<file path="config.mk">
export PLATFORM = sky130hd
export DESIGN_NAME = pswr_ctrl
export DESIGN_NICKNAME = d
export VERILOG_FILES = /design/src/common/pswr_pkg.sv /design/src/hw/pswr_ctrl.sv /design/src/hw/pswr_sync2.sv
export SDC_FILE = /design/constraint.sdc
export NUM_CORES = 1
export LEC_CHECK = 0
export ABC_CLOCK_PERIOD_IN_PS = 2670
export BUFFER_PORTS_ARGS = -buffer_cell sky130_fd_sc_hd__buf_2
export CAP_MARGIN = 10
export CELL_PAD_IN_SITES_DETAIL_PLACEMENT = 2
export CELL_PAD_IN_SITES_GLOBAL_PLACEMENT = 2
export CORE_MARGIN = 10
export CORE_UTILIZATION = 29
export DETAILED_ROUTE_END_ITERATION = 8
export GPL_TIMING_DRIVEN = 0
export PLACE_DENSITY_LB_ADDON = 0.3
export RECOVER_POWER = 100
export SETUP_SLACK_MARGIN = 0.02
export SLEW_MARGIN = 20
export SYNTH_ARGS = -nofsm -noshare
export SYNTH_HDL_FRONTEND = slang
export SYNTH_SLANG_ARGS = --single-unit
</file>
<file path="constraint.sdc">
create_clock -name sys_clk -period 2.67 [get_ports sys_clk]
set_input_delay 0.1335 -clock sys_clk [delete_from_list [all_inputs] [get_ports sys_clk]]
set_output_delay 0.1335 -clock sys_clk [all_outputs]
set_load 0.05 [all_outputs]
</file>
<file path="src/common/pswr_pkg.sv">
package pswr_pkg;
   // timing
   localparam int CLK_PERIOD_NS = 4;
   localparam int POR_SAMPLE_NS = 1000;
   localparam int POR_SAMPLE_CYC = (POR_SAMPLE_NS + CLK_PERIOD_NS - 1) / CLK_PERIOD_NS;
   // wake-up packet capture
   localparam int CAPTURE_BYTES = 128;
   // register offsets
   localparam logic [7:0] OFF_PMCSR = 8'h00;
   localparam logic [7:0] OFF_PMCAP = 8'h04;
   localparam logic [7:0] OFF_DRVSTAT = 8'h08;
   localparam logic [7:0] OFF_MACCFG = 8'h0c;
   localparam logic [7:0] OFF_STATE = 8'h10;
   localparam logic [7:0] OFF_BUF_BASE = 8'h80;
   // pm control/status fields
   localparam int PMCSR_PS_LSB = 0;
   localparam int PMCSR_PME_EN_BIT = 8;
   localparam int PMCSR_PME_STS_BIT = 15;
   localparam int PMCAP_AUX_BIT = 15;
   // driver status fields
   localparam int DRV_PATTERN_BIT = 0;
   localparam int DRV_MAGIC_BIT = 1;
   localparam int DRV_LINK_BIT = 2;
   localparam int DRV_MGMT_BIT = 3;
   // mac configuration fields
   localparam int MACCFG_WAKE_EN_BIT = 0;
   localparam int MACCFG_BAR_BIT = 1;
   // state readout fields
   localparam int STATE_PS_LSB = 0;
   localparam int STATE_LINK_BIT = 4;
   localparam int STATE_STORED_BIT = 8;
   localparam int STATE_LEN_LSB = 16;
   // reset values
   localparam logic PME_EN_RST = 1'b0;
   localparam logic MAC_WAKE_EN_RST = 1'b0;
   localparam logic [3:0] DRVSTAT_RST = 4'h0;
   localparam logic [3:0] PIN_SYNC_RST = 4'h7;
   // power state codes
   localparam logic [1:0] PS_CODE_D0 = 2'h0;
   localparam logic [1:0] PS_CODE_D1 = 2'h1;
   localparam logic [1:0] PS_CODE_D2 = 2'h2;
   localparam logic [1:0] PS_CODE_D3 = 2'h3;

   typedef enum logic [2:0] {PS_D0U, PS_D0A, PS_D1, PS_D2, PS_D3} pswr_pstate_t;
endpackage : pswr_pkg

</file>
<file path="src/hw/pswr_ctrl.sv">
// Behaviour
// - deepest state with event disabled: no wake-up, link kept only with manageability offload
// - sample aux-supply strap during power-on reset, show it in pm capability
// - alternate reset low initialises power state, enables, status, stored packet, receive flags and strap window
// - internal power-on reset window samples configuration straps
// - while isolated ignore all host bus inputs, bus reset included
// - while isolated host outputs off, event output stays driven
// - isolate deassertion raises internal hardware reset
// - with event enabled, bus reset keeps status and stored packet, and pm state outside D3
// - bus reset trailing edge in D3 marks move to full power
// - init on bus reset in D0-D2, on its trailing edge in D3
// - init with event disabled resets configuration, mac configuration and stored packet
// - in D0 active full function, wake on link change
// - D2/D3 with invalid link: only watch for valid link
// - low power with event off: no wake; manageability keeps link
// - wake events recognised only while event enable is set
// - patterns matched in first 128 bytes, magic frame across whole frame
// - unmatched packet discarded, next packets processed
// - management packets forwarded to controller if present, else wake packet
// - store first 128 bytes of matched wake packet, drop the rest
// - magic frame wakes and sets status bit but is not stored
// - link status change reported in every power state
// - event output qualified by enable bit and mac configure setting
// - start in D0 uninitialised, go active on base address programming
// - in D1 start no bus activity
`timescale 1ns/1ns
module pswr_ctrl
   import pswr_pkg::*;
#(
   parameter int CAP_BYTES = CAPTURE_BYTES,
   parameter int POR_CYC = POR_SAMPLE_CYC
) (
   // clock and power-on reset
   input wire logic sys_clk,
   input wire logic rst_n,
   // pins and strap
   input wire logic alternate_power_on_reset_n,
   input wire logic isolate_n,
   input wire logic bus_reset_n,
   input wire logic aux_supply_present_strap,
   // eeprom configuration
   input wire logic manageability_offload,
   input wire logic mgmt_ctrl_present,
   // receive path
   input wire logic link_valid,
   input wire logic rx_valid,
   input wire logic [7:0] rx_data,
   input wire logic rx_sop,
   input wire logic rx_eop,
   input wire logic rx_pattern_hit,
   input wire logic rx_magic_hit,
   input wire logic rx_mgmt_hit,
   // register port
   input wire logic [7:0] reg_addr,
   input wire logic [31:0] reg_wdata,
   input wire logic reg_wr,
   input wire logic reg_rd,
   output logic [31:0] reg_rdata,
   // status and control out
   output logic pme_event_n,
   output logic bus_out_en,
   output logic bus_master_allow,
   output logic internal_init,
   output logic link_keep,
   output logic link_detect_only,
   output logic mgmt_fwd
);
   localparam logic [7:0] CAP_LIM = 8'(CAP_BYTES);
   localparam logic [8:0] POR_LOAD = 9'(POR_CYC);

   // elaboration check of parameter ranges
   if (CAP_BYTES < 4 || CAP_BYTES > 128 || CAP_BYTES % 4 != 0) begin : g_bad_cap
      $error("CAP_BYTES must be a multiple of 4 in 4..128");
   end
   if (POR_CYC < 1 || POR_CYC > 511) begin : g_bad_por
      $error("POR_CYC must be in 1..511");
   end

   ////////////////////////////////////////////////////////////////////////
   // helpers
   function automatic logic [1:0] ps_code(input pswr_pstate_t s);
      case (s)
         PS_D1: ps_code = PS_CODE_D1;
         PS_D2: ps_code = PS_CODE_D2;
         PS_D3: ps_code = PS_CODE_D3;
         default: ps_code = PS_CODE_D0;
      endcase
   endfunction : ps_code

   ////////////////////////////////////////////////////////////////////////
   // pin synchronisers
   logic [3:0] pin_s;
   pswr_sync2 #(.W(4), .RST_VAL(PIN_SYNC_RST)) u_sync (
      .sys_clk(sys_clk),
      .rst_n(rst_n),
      .d({aux_supply_present_strap, bus_reset_n, isolate_n, alternate_power_on_reset_n}),
      .q(pin_s)
   );

   logic alt_rst, iso, bus_rst_raw, bus_rst, aux_s;
   assign alt_rst = !pin_s[0];
   assign iso = !pin_s[1];
   assign bus_rst_raw = !pin_s[2];
   assign aux_s = pin_s[3];
   assign bus_rst = bus_rst_raw && !iso;

   ////////////////////////////////////////////////////////////////////////
   // state declarations
   pswr_pstate_t pm_state, next_pm_state;
   logic pme_en, pme_status, mac_wake_en, aux_cap;
   logic [3:0] drv_stat, next_drv_stat;
   logic iso_q, bus_rst_q, link_q;
   logic [8:0] por_cnt;
   logic stored_valid;
   logic [7:0] stored_len, rx_cnt;
   logic pat_seen, magic_seen, mgmt_seen;
   logic [7:0] cap_mem [CAP_BYTES];

   ////////////////////////////////////////////////////////////////////////
   // reset and edge detection
   logic bus_trail, iso_trail, init_req, por_active, low_power;
   assign bus_trail = !iso && bus_rst_q && !bus_rst_raw;
   assign iso_trail = iso_q && !iso;
   assign init_req = (bus_rst && pm_state != PS_D3)
      || (bus_trail && pm_state == PS_D3)
      || iso_trail;
   assign por_active = por_cnt != 9'h000;
   assign low_power = pm_state inside {PS_D1, PS_D2, PS_D3};

   // edge history; bus reset history frozen while isolated
   always_ff @(posedge sys_clk or negedge rst_n) begin
      if (!rst_n) begin
         iso_q <= 1'b0;
         bus_rst_q <= 1'b0;
      end else begin
         iso_q <= iso;
         if (!iso) begin
            bus_rst_q <= bus_rst_raw;
         end
      end
   end

   // strap sampling window, restarted by either power-on reset
   always_ff @(posedge sys_clk or negedge rst_n) begin
      if (!rst_n) begin
         por_cnt <= POR_LOAD;
      end else if (alt_rst) begin
         por_cnt <= POR_LOAD;
      end else if (por_active) begin
         por_cnt <= por_cnt - 9'h001;
      end
   end

   // aux strap captured while the window is open
   always_ff @(posedge sys_clk or negedge rst_n) begin
      if (!rst_n) begin
         aux_cap <= 1'b0;
      end else if (por_active) begin
         aux_cap <= aux_s;
      end
   end

   ////////////////////////////////////////////////////////////////////////
   // register writes
   logic wr_en, wr_pmcsr, wr_drv, wr_mac, pme_clr;
   assign wr_en = reg_wr && !iso;
   assign wr_pmcsr = wr_en && reg_addr == OFF_PMCSR;
   assign wr_drv = wr_en && reg_addr == OFF_DRVSTAT;
   assign wr_mac = wr_en && reg_addr == OFF_MACCFG;
   assign pme_clr = wr_pmcsr && reg_wdata[PMCSR_PME_STS_BIT];

   // requested power state from the control field
   always_comb begin
      case (reg_wdata[PMCSR_PS_LSB +: 2])
         PS_CODE_D1: next_pm_state = PS_D1;
         PS_CODE_D2: next_pm_state = PS_D2;
         PS_CODE_D3: next_pm_state = PS_D3;
         default: next_pm_state = (pm_state == PS_D0U) ? PS_D0U : PS_D0A;
      endcase
   end

   // power state
   always_ff @(posedge sys_clk or negedge rst_n) begin
      if (!rst_n) begin
         pm_state <= PS_D0U;
      end else if (alt_rst) begin
         pm_state <= PS_D0U;
      end else if (init_req && (!pme_en || pm_state == PS_D3)) begin
         pm_state <= PS_D0U;
      end else if (wr_pmcsr) begin
         pm_state <= next_pm_state;
      end else if (pm_state == PS_D0U && wr_mac && reg_wdata[MACCFG_BAR_BIT]) begin
         pm_state <= PS_D0A;
      end
   end

   // event enable and mac wake setting, kept over init while enabled
   always_ff @(posedge sys_clk or negedge rst_n) begin
      if (!rst_n) begin
         pme_en <= PME_EN_RST;
         mac_wake_en <= MAC_WAKE_EN_RST;
      end else if (alt_rst) begin
         pme_en <= PME_EN_RST;
         mac_wake_en <= MAC_WAKE_EN_RST;
      end else if (init_req && !pme_en) begin
         mac_wake_en <= MAC_WAKE_EN_RST;
      end else begin
         if (wr_pmcsr) begin
            pme_en <= reg_wdata[PMCSR_PME_EN_BIT];
         end
         if (wr_mac) begin
            mac_wake_en <= reg_wdata[MACCFG_WAKE_EN_BIT];
         end
      end
   end

   ////////////////////////////////////////////////////////////////////////
   // wake detection
   logic wake_allowed, capture_on, link_evt;
   logic [7:0] cur_idx;
   logic in_window, pkt_end, pat_now, magic_now, mgmt_now;
   logic pkt_wake, magic_evt, mgmt_to_ctrl, wake_evt;
   assign wake_allowed = pme_en && (!iso || aux_cap);
   assign capture_on = low_power && wake_allowed;
   assign link_evt = (link_valid ^ link_q) && wake_allowed;
   assign cur_idx = rx_sop ? 8'h00 : rx_cnt;
   assign in_window = cur_idx < CAP_LIM;
   assign pkt_end = rx_valid && rx_eop;
   assign pat_now = pat_seen || (rx_valid && rx_pattern_hit && in_window);
   assign magic_now = magic_seen || (rx_valid && rx_magic_hit);
   assign mgmt_now = mgmt_seen || (rx_valid && rx_mgmt_hit);
   assign mgmt_to_ctrl = pkt_end && capture_on && mgmt_now && mgmt_ctrl_present;
   assign pkt_wake = pkt_end && capture_on && (pat_now || (mgmt_now && !mgmt_ctrl_present));
   assign magic_evt = pkt_end && capture_on && magic_now;
   assign wake_evt = link_evt || pkt_wake || magic_evt;

   // link history
   always_ff @(posedge sys_clk or negedge rst_n) begin
      if (!rst_n) begin
         link_q <= 1'b0;
      end else begin
         link_q <= link_valid;
      end
   end

   // byte counter and per-packet match flags, dropped at frame end
   always_ff @(posedge sys_clk or negedge rst_n) begin
      if (!rst_n) begin
         rx_cnt <= 8'h00;
         pat_seen <= 1'b0;
         magic_seen <= 1'b0;
         mgmt_seen <= 1'b0;
      end else if (alt_rst) begin
         rx_cnt <= 8'h00;
         pat_seen <= 1'b0;
         magic_seen <= 1'b0;
         mgmt_seen <= 1'b0;
      end else if (rx_valid) begin
         if (cur_idx != 8'hff) begin
            rx_cnt <= cur_idx + 8'h01;
         end
         pat_seen <= pat_now && !rx_eop;
         magic_seen <= magic_now && !rx_eop;
         mgmt_seen <= mgmt_now && !rx_eop;
      end
   end

   // capture memory, frozen once a wake packet is held
   always_ff @(posedge sys_clk) begin
      if (rx_valid && in_window && capture_on && !stored_valid) begin
         cap_mem[cur_idx[6:0]] <= rx_data;
      end
   end

   // stored packet bookkeeping
   always_ff @(posedge sys_clk or negedge rst_n) begin
      if (!rst_n) begin
         stored_valid <= 1'b0;
         stored_len <= 8'h00;
      end else if (alt_rst || (init_req && !pme_en)) begin
         stored_valid <= 1'b0;
         stored_len <= 8'h00;
      end else if (pkt_wake && !stored_valid) begin
         stored_valid <= 1'b1;
         stored_len <= in_window ? cur_idx + 8'h01 : CAP_LIM;
      end else if (wr_drv && reg_wdata[DRV_PATTERN_BIT]) begin
         stored_valid <= 1'b0;
      end
   end

   // driver status bits: hardware set wins over write-one-to-clear
   always_comb begin
      next_drv_stat = drv_stat;
      if (wr_drv) begin
         next_drv_stat = drv_stat & ~reg_wdata[3:0];
      end
      next_drv_stat[DRV_PATTERN_BIT] = next_drv_stat[DRV_PATTERN_BIT] | (pkt_wake && pat_now);
      next_drv_stat[DRV_MAGIC_BIT] = next_drv_stat[DRV_MAGIC_BIT] | magic_evt;
      next_drv_stat[DRV_LINK_BIT] = next_drv_stat[DRV_LINK_BIT] | link_evt;
      next_drv_stat[DRV_MGMT_BIT] = next_drv_stat[DRV_MGMT_BIT] | (pkt_wake && mgmt_now);
   end

   // sticky status registers
   always_ff @(posedge sys_clk or negedge rst_n) begin
      if (!rst_n) begin
         drv_stat <= DRVSTAT_RST;
         pme_status <= 1'b0;
      end else if (alt_rst || (init_req && !pme_en)) begin
         drv_stat <= DRVSTAT_RST;
         pme_status <= 1'b0;
      end else begin
         drv_stat <= next_drv_stat;
         pme_status <= (pme_status && !pme_clr) || wake_evt;
      end
   end

   ////////////////////////////////////////////////////////////////////////
   // registered outputs
   always_ff @(posedge sys_clk or negedge rst_n) begin
      if (!rst_n) begin
         pme_event_n <= 1'b1;
         bus_out_en <= 1'b0;
         bus_master_allow <= 1'b0;
         internal_init <= 1'b0;
         mgmt_fwd <= 1'b0;
      end else begin
         pme_event_n <= !(pme_status && pme_en && mac_wake_en);
         bus_out_en <= !iso;
         bus_master_allow <= !iso && pm_state == PS_D0A;
         internal_init <= init_req && !alt_rst;
         mgmt_fwd <= mgmt_to_ctrl;
      end
   end

   // link maintenance per power state
   always_ff @(posedge sys_clk or negedge rst_n) begin
      if (!rst_n) begin
         link_keep <= 1'b1;
         link_detect_only <= 1'b0;
      end else begin
         if (!low_power) begin
            link_keep <= 1'b1;
         end else if (!wake_allowed) begin
            link_keep <= manageability_offload;
         end else if (pm_state == PS_D1) begin
            link_keep <= 1'b1;
         end else begin
            link_keep <= link_valid;
         end
         link_detect_only <= low_power && wake_allowed && pm_state != PS_D1 && !link_valid;
      end
   end

   ////////////////////////////////////////////////////////////////////////
   // register reads, data valid the cycle after the strobe
   logic [31:0] rd_val;
   logic [6:0] bidx;
   always_comb begin
      rd_val = 32'h0000_0000;
      bidx = {reg_addr[6:2], 2'b00};
      if (reg_addr >= OFF_BUF_BASE) begin
         for (int k = 0; k < 4; k++) begin
            if (int'(bidx) + k < CAP_BYTES) begin
               rd_val[8*k +: 8] = cap_mem[int'(bidx) + k];
            end
         end
      end else begin
         case (reg_addr)
            OFF_PMCSR: begin
               rd_val[PMCSR_PS_LSB +: 2] = ps_code(pm_state);
               rd_val[PMCSR_PME_EN_BIT] = pme_en;
               rd_val[PMCSR_PME_STS_BIT] = pme_status;
            end
            OFF_PMCAP: rd_val[PMCAP_AUX_BIT] = aux_cap;
            OFF_DRVSTAT: rd_val[3:0] = drv_stat;
            OFF_MACCFG: rd_val[MACCFG_WAKE_EN_BIT] = mac_wake_en;
            OFF_STATE: begin
               rd_val[STATE_PS_LSB +: 3] = pm_state;
               rd_val[STATE_LINK_BIT] = link_valid;
               rd_val[STATE_STORED_BIT] = stored_valid;
               rd_val[STATE_LEN_LSB +: 8] = stored_len;
            end
            default: rd_val = 32'h0000_0000;
         endcase
      end
   end

   always_ff @(posedge sys_clk or negedge rst_n) begin
      if (!rst_n) begin
         reg_rdata <= 32'h0000_0000;
      end else begin
         reg_rdata <= (reg_rd && !iso) ? rd_val : 32'h0000_0000;
      end
   end
endmodule : pswr_ctrl

</file>
<file path="src/hw/pswr_sync2.sv">
`timescale 1ns/1ns
module pswr_sync2 #(
   parameter int W = 1,
   parameter logic [W-1:0] RST_VAL = '0
) (
   // clock and reset
   input wire logic sys_clk,
   input wire logic rst_n,
   // asynchronous in, synchronous out
   input wire logic [W-1:0] d,
   output logic [W-1:0] q
);
   logic [W-1:0] meta;

   // two flip-flop chain, first stage read only by second
   always_ff @(posedge sys_clk or negedge rst_n) begin
      if (!rst_n) begin
         meta <= RST_VAL;
         q <= RST_VAL;
      end else begin
         meta <= d;
         q <= meta;
      end
   end
endmodule : pswr_sync2
</file>
==> results.md <==
* Status: complete, but fails checks
* Violated checks: capacitance limit, slew limit, setup timing
* Sequential share of the synthesized area at 76.3%
* Fmax at 0.367 GHz
* Largest net degree at the start of global routing at around 100
* Synth Area in Compound Gates at 2.75%
* Main combinational cell family by area after synthesis: multiplexers
* Total gr overflow at 0
* Critical Path Start Type: register
* Sw Share at 22.8%
* Die area at 165,000 um2
* RSZ-0062 raised after global routing: true
* Final wirelength at 139 mm
* Minimum clock period at 2720 ps
* CP Class: register to register
* Share of layout cells above drive strength 1 at 34.7%
* Yosys warning count at 0
* Internal power at 28.6 mW
* Synth async-reset ratio at 8.08%
* Final hold viol count at 0
* Io pins at roughly 100
* Most common cell in the netlist: edfxtp_1
* DRC viols at 0
* Mapped Avg Cell Area at about 21 um2
* Synth cell count leaders: edfxtp_1 (1,024), mux4_2 (285), nor2_1 (167), dfrtp_1 (76)
* Worst Skew at ~34 ps
* Post-Syn Area at 43,300 um2
* Port bufs at 72
* Multi-input gate area at roughly 11,000 um2
* Vias in the first global route at 25,074
* #FFs+latches synth at 1,114
* Max Cap Viol at 4
* Synthesized instance count at 2,081
* Synth Flop Type: edfxtp_1
* Worst-case vdd ir drop at approximately 570 uV
* Final ANT Viol Nets at 0
* Worst Path Required at ~3300 ps
* Core Area at 148,000 um2
* XOR/XNOR share of the synthesized area at 0.182%
* Vias per cell at 5.11
* Synth cell types at 65
* Area delta synth->final at 22.8%
* CTS Buf Count at 115
* Sequential power share at 51.6%
* Syn Nets at 2,152
* NumNets Final at 2,528
* Hold Path Class: input port to register
* Finished Core Util at about 36%
* CTS H-tree depth at 3
* Die width at 406 um
* Clock buffer depth at 3
* Final Cycle Share at 102%
* Clock Pin Slew Worst Setup and Hold Paths at approximately 60 ps
* Post-synth EDFFs at 1,024
* Slew headroom at -12.1%
* Fin worst setup slack at -53.8 ps
* Placement Setup Slack at -1440 ps
* CTS Sinks at 1,114
* Worst-margin pin slew at between 1500 and 2000 ps
* Clock latency on the worst-skew pair at 750 ps
* DR pass1 iterations at 5
* DR vias at about 23,000
* Arrival time worst endpoint at 3360 ps
* Sw Pwr at 8.44 mW
* CTS root buf: clkbuf_16
* Sequential Area at 33,000 um2
* Top cells by area, synth: edfxtp_1 (71%), mux4_2 (15%), dfrtp_1 (4.4%)
* GRT Util Overall at 16.6%
* Drt wl/cell at 31.0 um
* Layout fillers at 14,250
* Synth Area in Adders at 0.173%
* Final setup violation count at 85
* Mux share of post-synthesis cell area at about 16%
* PwrDens at 698 nW/um2
* Initial drt markers at 2,200
* Num rows at about 140
* Synth area leader: edfxtp_1
* CP Cell Sequence: and3_1, and2_0, clkbuf_1, clkbuf_1, a22o_1
* Critical path's slowest cell: dfstp_1
* Slew Viols, Final at roughly 100
* Die Span Y at 406 um
* Pleak at 16.8 nW
* First-pass GRT wire length at 196 mm
* Logic pwr share at 5.2%
* Initial antenna violation count at 9
* Starting Density at between 20 and 30%
* Synth top area share at 71.0%
* Hpwl dp at 89.2 mm
* Crit path capture type: register
* Part of the power in the clock network at 43.2%
* Final Wtd Congestion at between 0.8 and 0.9
* Crit path largest cell delay at between 700 and 800 ps
* CTS tree: done
* CP Max Fanout at 10
* Simple-Gate Fraction of Synth Area at approximately 3.4%
* Most used cell, CP: clkbuf_1
[cells in the final DEF, fill, tap and decap left out, types with 26 or more instances in the layout]
master / instances
edfxtp_1: 1024
dlygate4sd3_1: 39
mux2i_1: 28
buf_12: 47
a21oi_1: 29
mux4_2: 285
clkbuf_1: 99
buf_2: 54
dfrtp_1: 76
nand2_1: 31
nor2_1: 38
clkbuf_16: 121
buf_4: 90
clkinv_1: 26
nor2_4: 118
[critical path, delay by kind of cell, from the launching register on]
kind / cells / cell delay (ps)
AOI/OAI and AO/OA: 1 / 370
buffers and inverters: 2 / 940
DFF: 1 / 750
and+or+nand+nor: 2 / 570
[stage by stage]
step | hold WS, ps | std cells | cell area (um2) | power (mW) | setup TNS, ps
finish | 60.0 | 4487 | 53100 | 37.1 | -973
global route | 10.6 | 4484 | 53100 | 38.1 | -52990
CTS | 2.55 | 4458 | 53000 | 37.4 | -32.2
detailed placement | 14.8 | 4094 | 46400 | 21.4 | -1152080
global placement | 242 | 4083 | 46100 | 21.3 | -1115870
floorplan | -162 | 2081 | 43300 | 20.4 | 0
[what timing repair did]
item | 4_1_cts | 5_1_grt
resized for setup | 299 | 60
cloned | 2 | 2
setup endpoints to repair | 1067 | 899
setup buffers | 113 | 26
pin swaps | 73 | 18
endpoints found under the hold margin | 383 | 0
hold buffers | 39 | 0
[worst paths after layout]
| path | startpoint | slack, ps | to | cells after the start |
|---|---|---|---|---|
| worst max-delay path | u_sync.q[1] | -50 | reg_rdata[14] | 5 |
| worst min-delay path | isolate_n | 60 | u_sync.meta[1] | 2 |
| worst max register to register | u_sync.q[1] | -50 | reg_rdata[14] | 5 |
| worst min register to register | u_sync.meta[2] | 360 | u_sync.q[2] | 0 |
| max in group asynchronous | rst_n | 550 | link_detect_only | 4 |
| min in group asynchronous | rst_n | 780 | link_keep | 3 |
[cell families after synthesis]
group / after synthesis
AO/OA/AOI/OAI: 171
XOR/XNOR: 9
adder cells (fa/ha/maj): 6
buffers and inverters: 140
flip-flops: 1114
multiplexers: 320
AND/OR/NAND/NOR: 321
[sequential cells by signal, indices dropped and copies added, names as in the netlist, 3 cells and up]
name and cells:
pm_state 3, u_sync.meta 4, por_cnt 9, drv_stat 4
rx_cnt 8, stored_len 8, cap_mem 1024, reg_rdata 32
u_sync.q 4
[metal layers]
layer	part of all wire [%]	track usage [%]	up-vias
met5	0	0	-
met3	5.6	2.97	181
met2	49	27.8	723
met4	2.5	3.96	0
li1	-	-	9364
met1	43	22.5	12683
[power by group through the flow]
stage / combinational [mW] / sequential (mW) / clock (mW)
after floorplan: 0.869 / 19.5 / 0
final: 1.94 / 19.1 / 16.0
after detailed placement: 1.95 / 19.5 / 0
after CTS: 2.02 / 19.1 / 16.3
after global routing: 2.06 / 19.1 / 17.0
after global placement: 1.83 / 19.5 / 0
[final cells by class]
class / instances / share of cell area (%)
Antenna cell: 5 / 0.0235
Multi-Input combinational cell: 827 / 20.1
Tap cell: 1930 / 4.54
Timing Repair Buffer: 265 / 4.68
Buffer: 111 / 1.37
Clock buffer: 143 / 5.83
Clock inverter: 69 / 1.13
Sequential cell: 1114 / 62.1
Inverter: 23 / 0.162
Note: power is estimated with default switching activity, not from simulation.
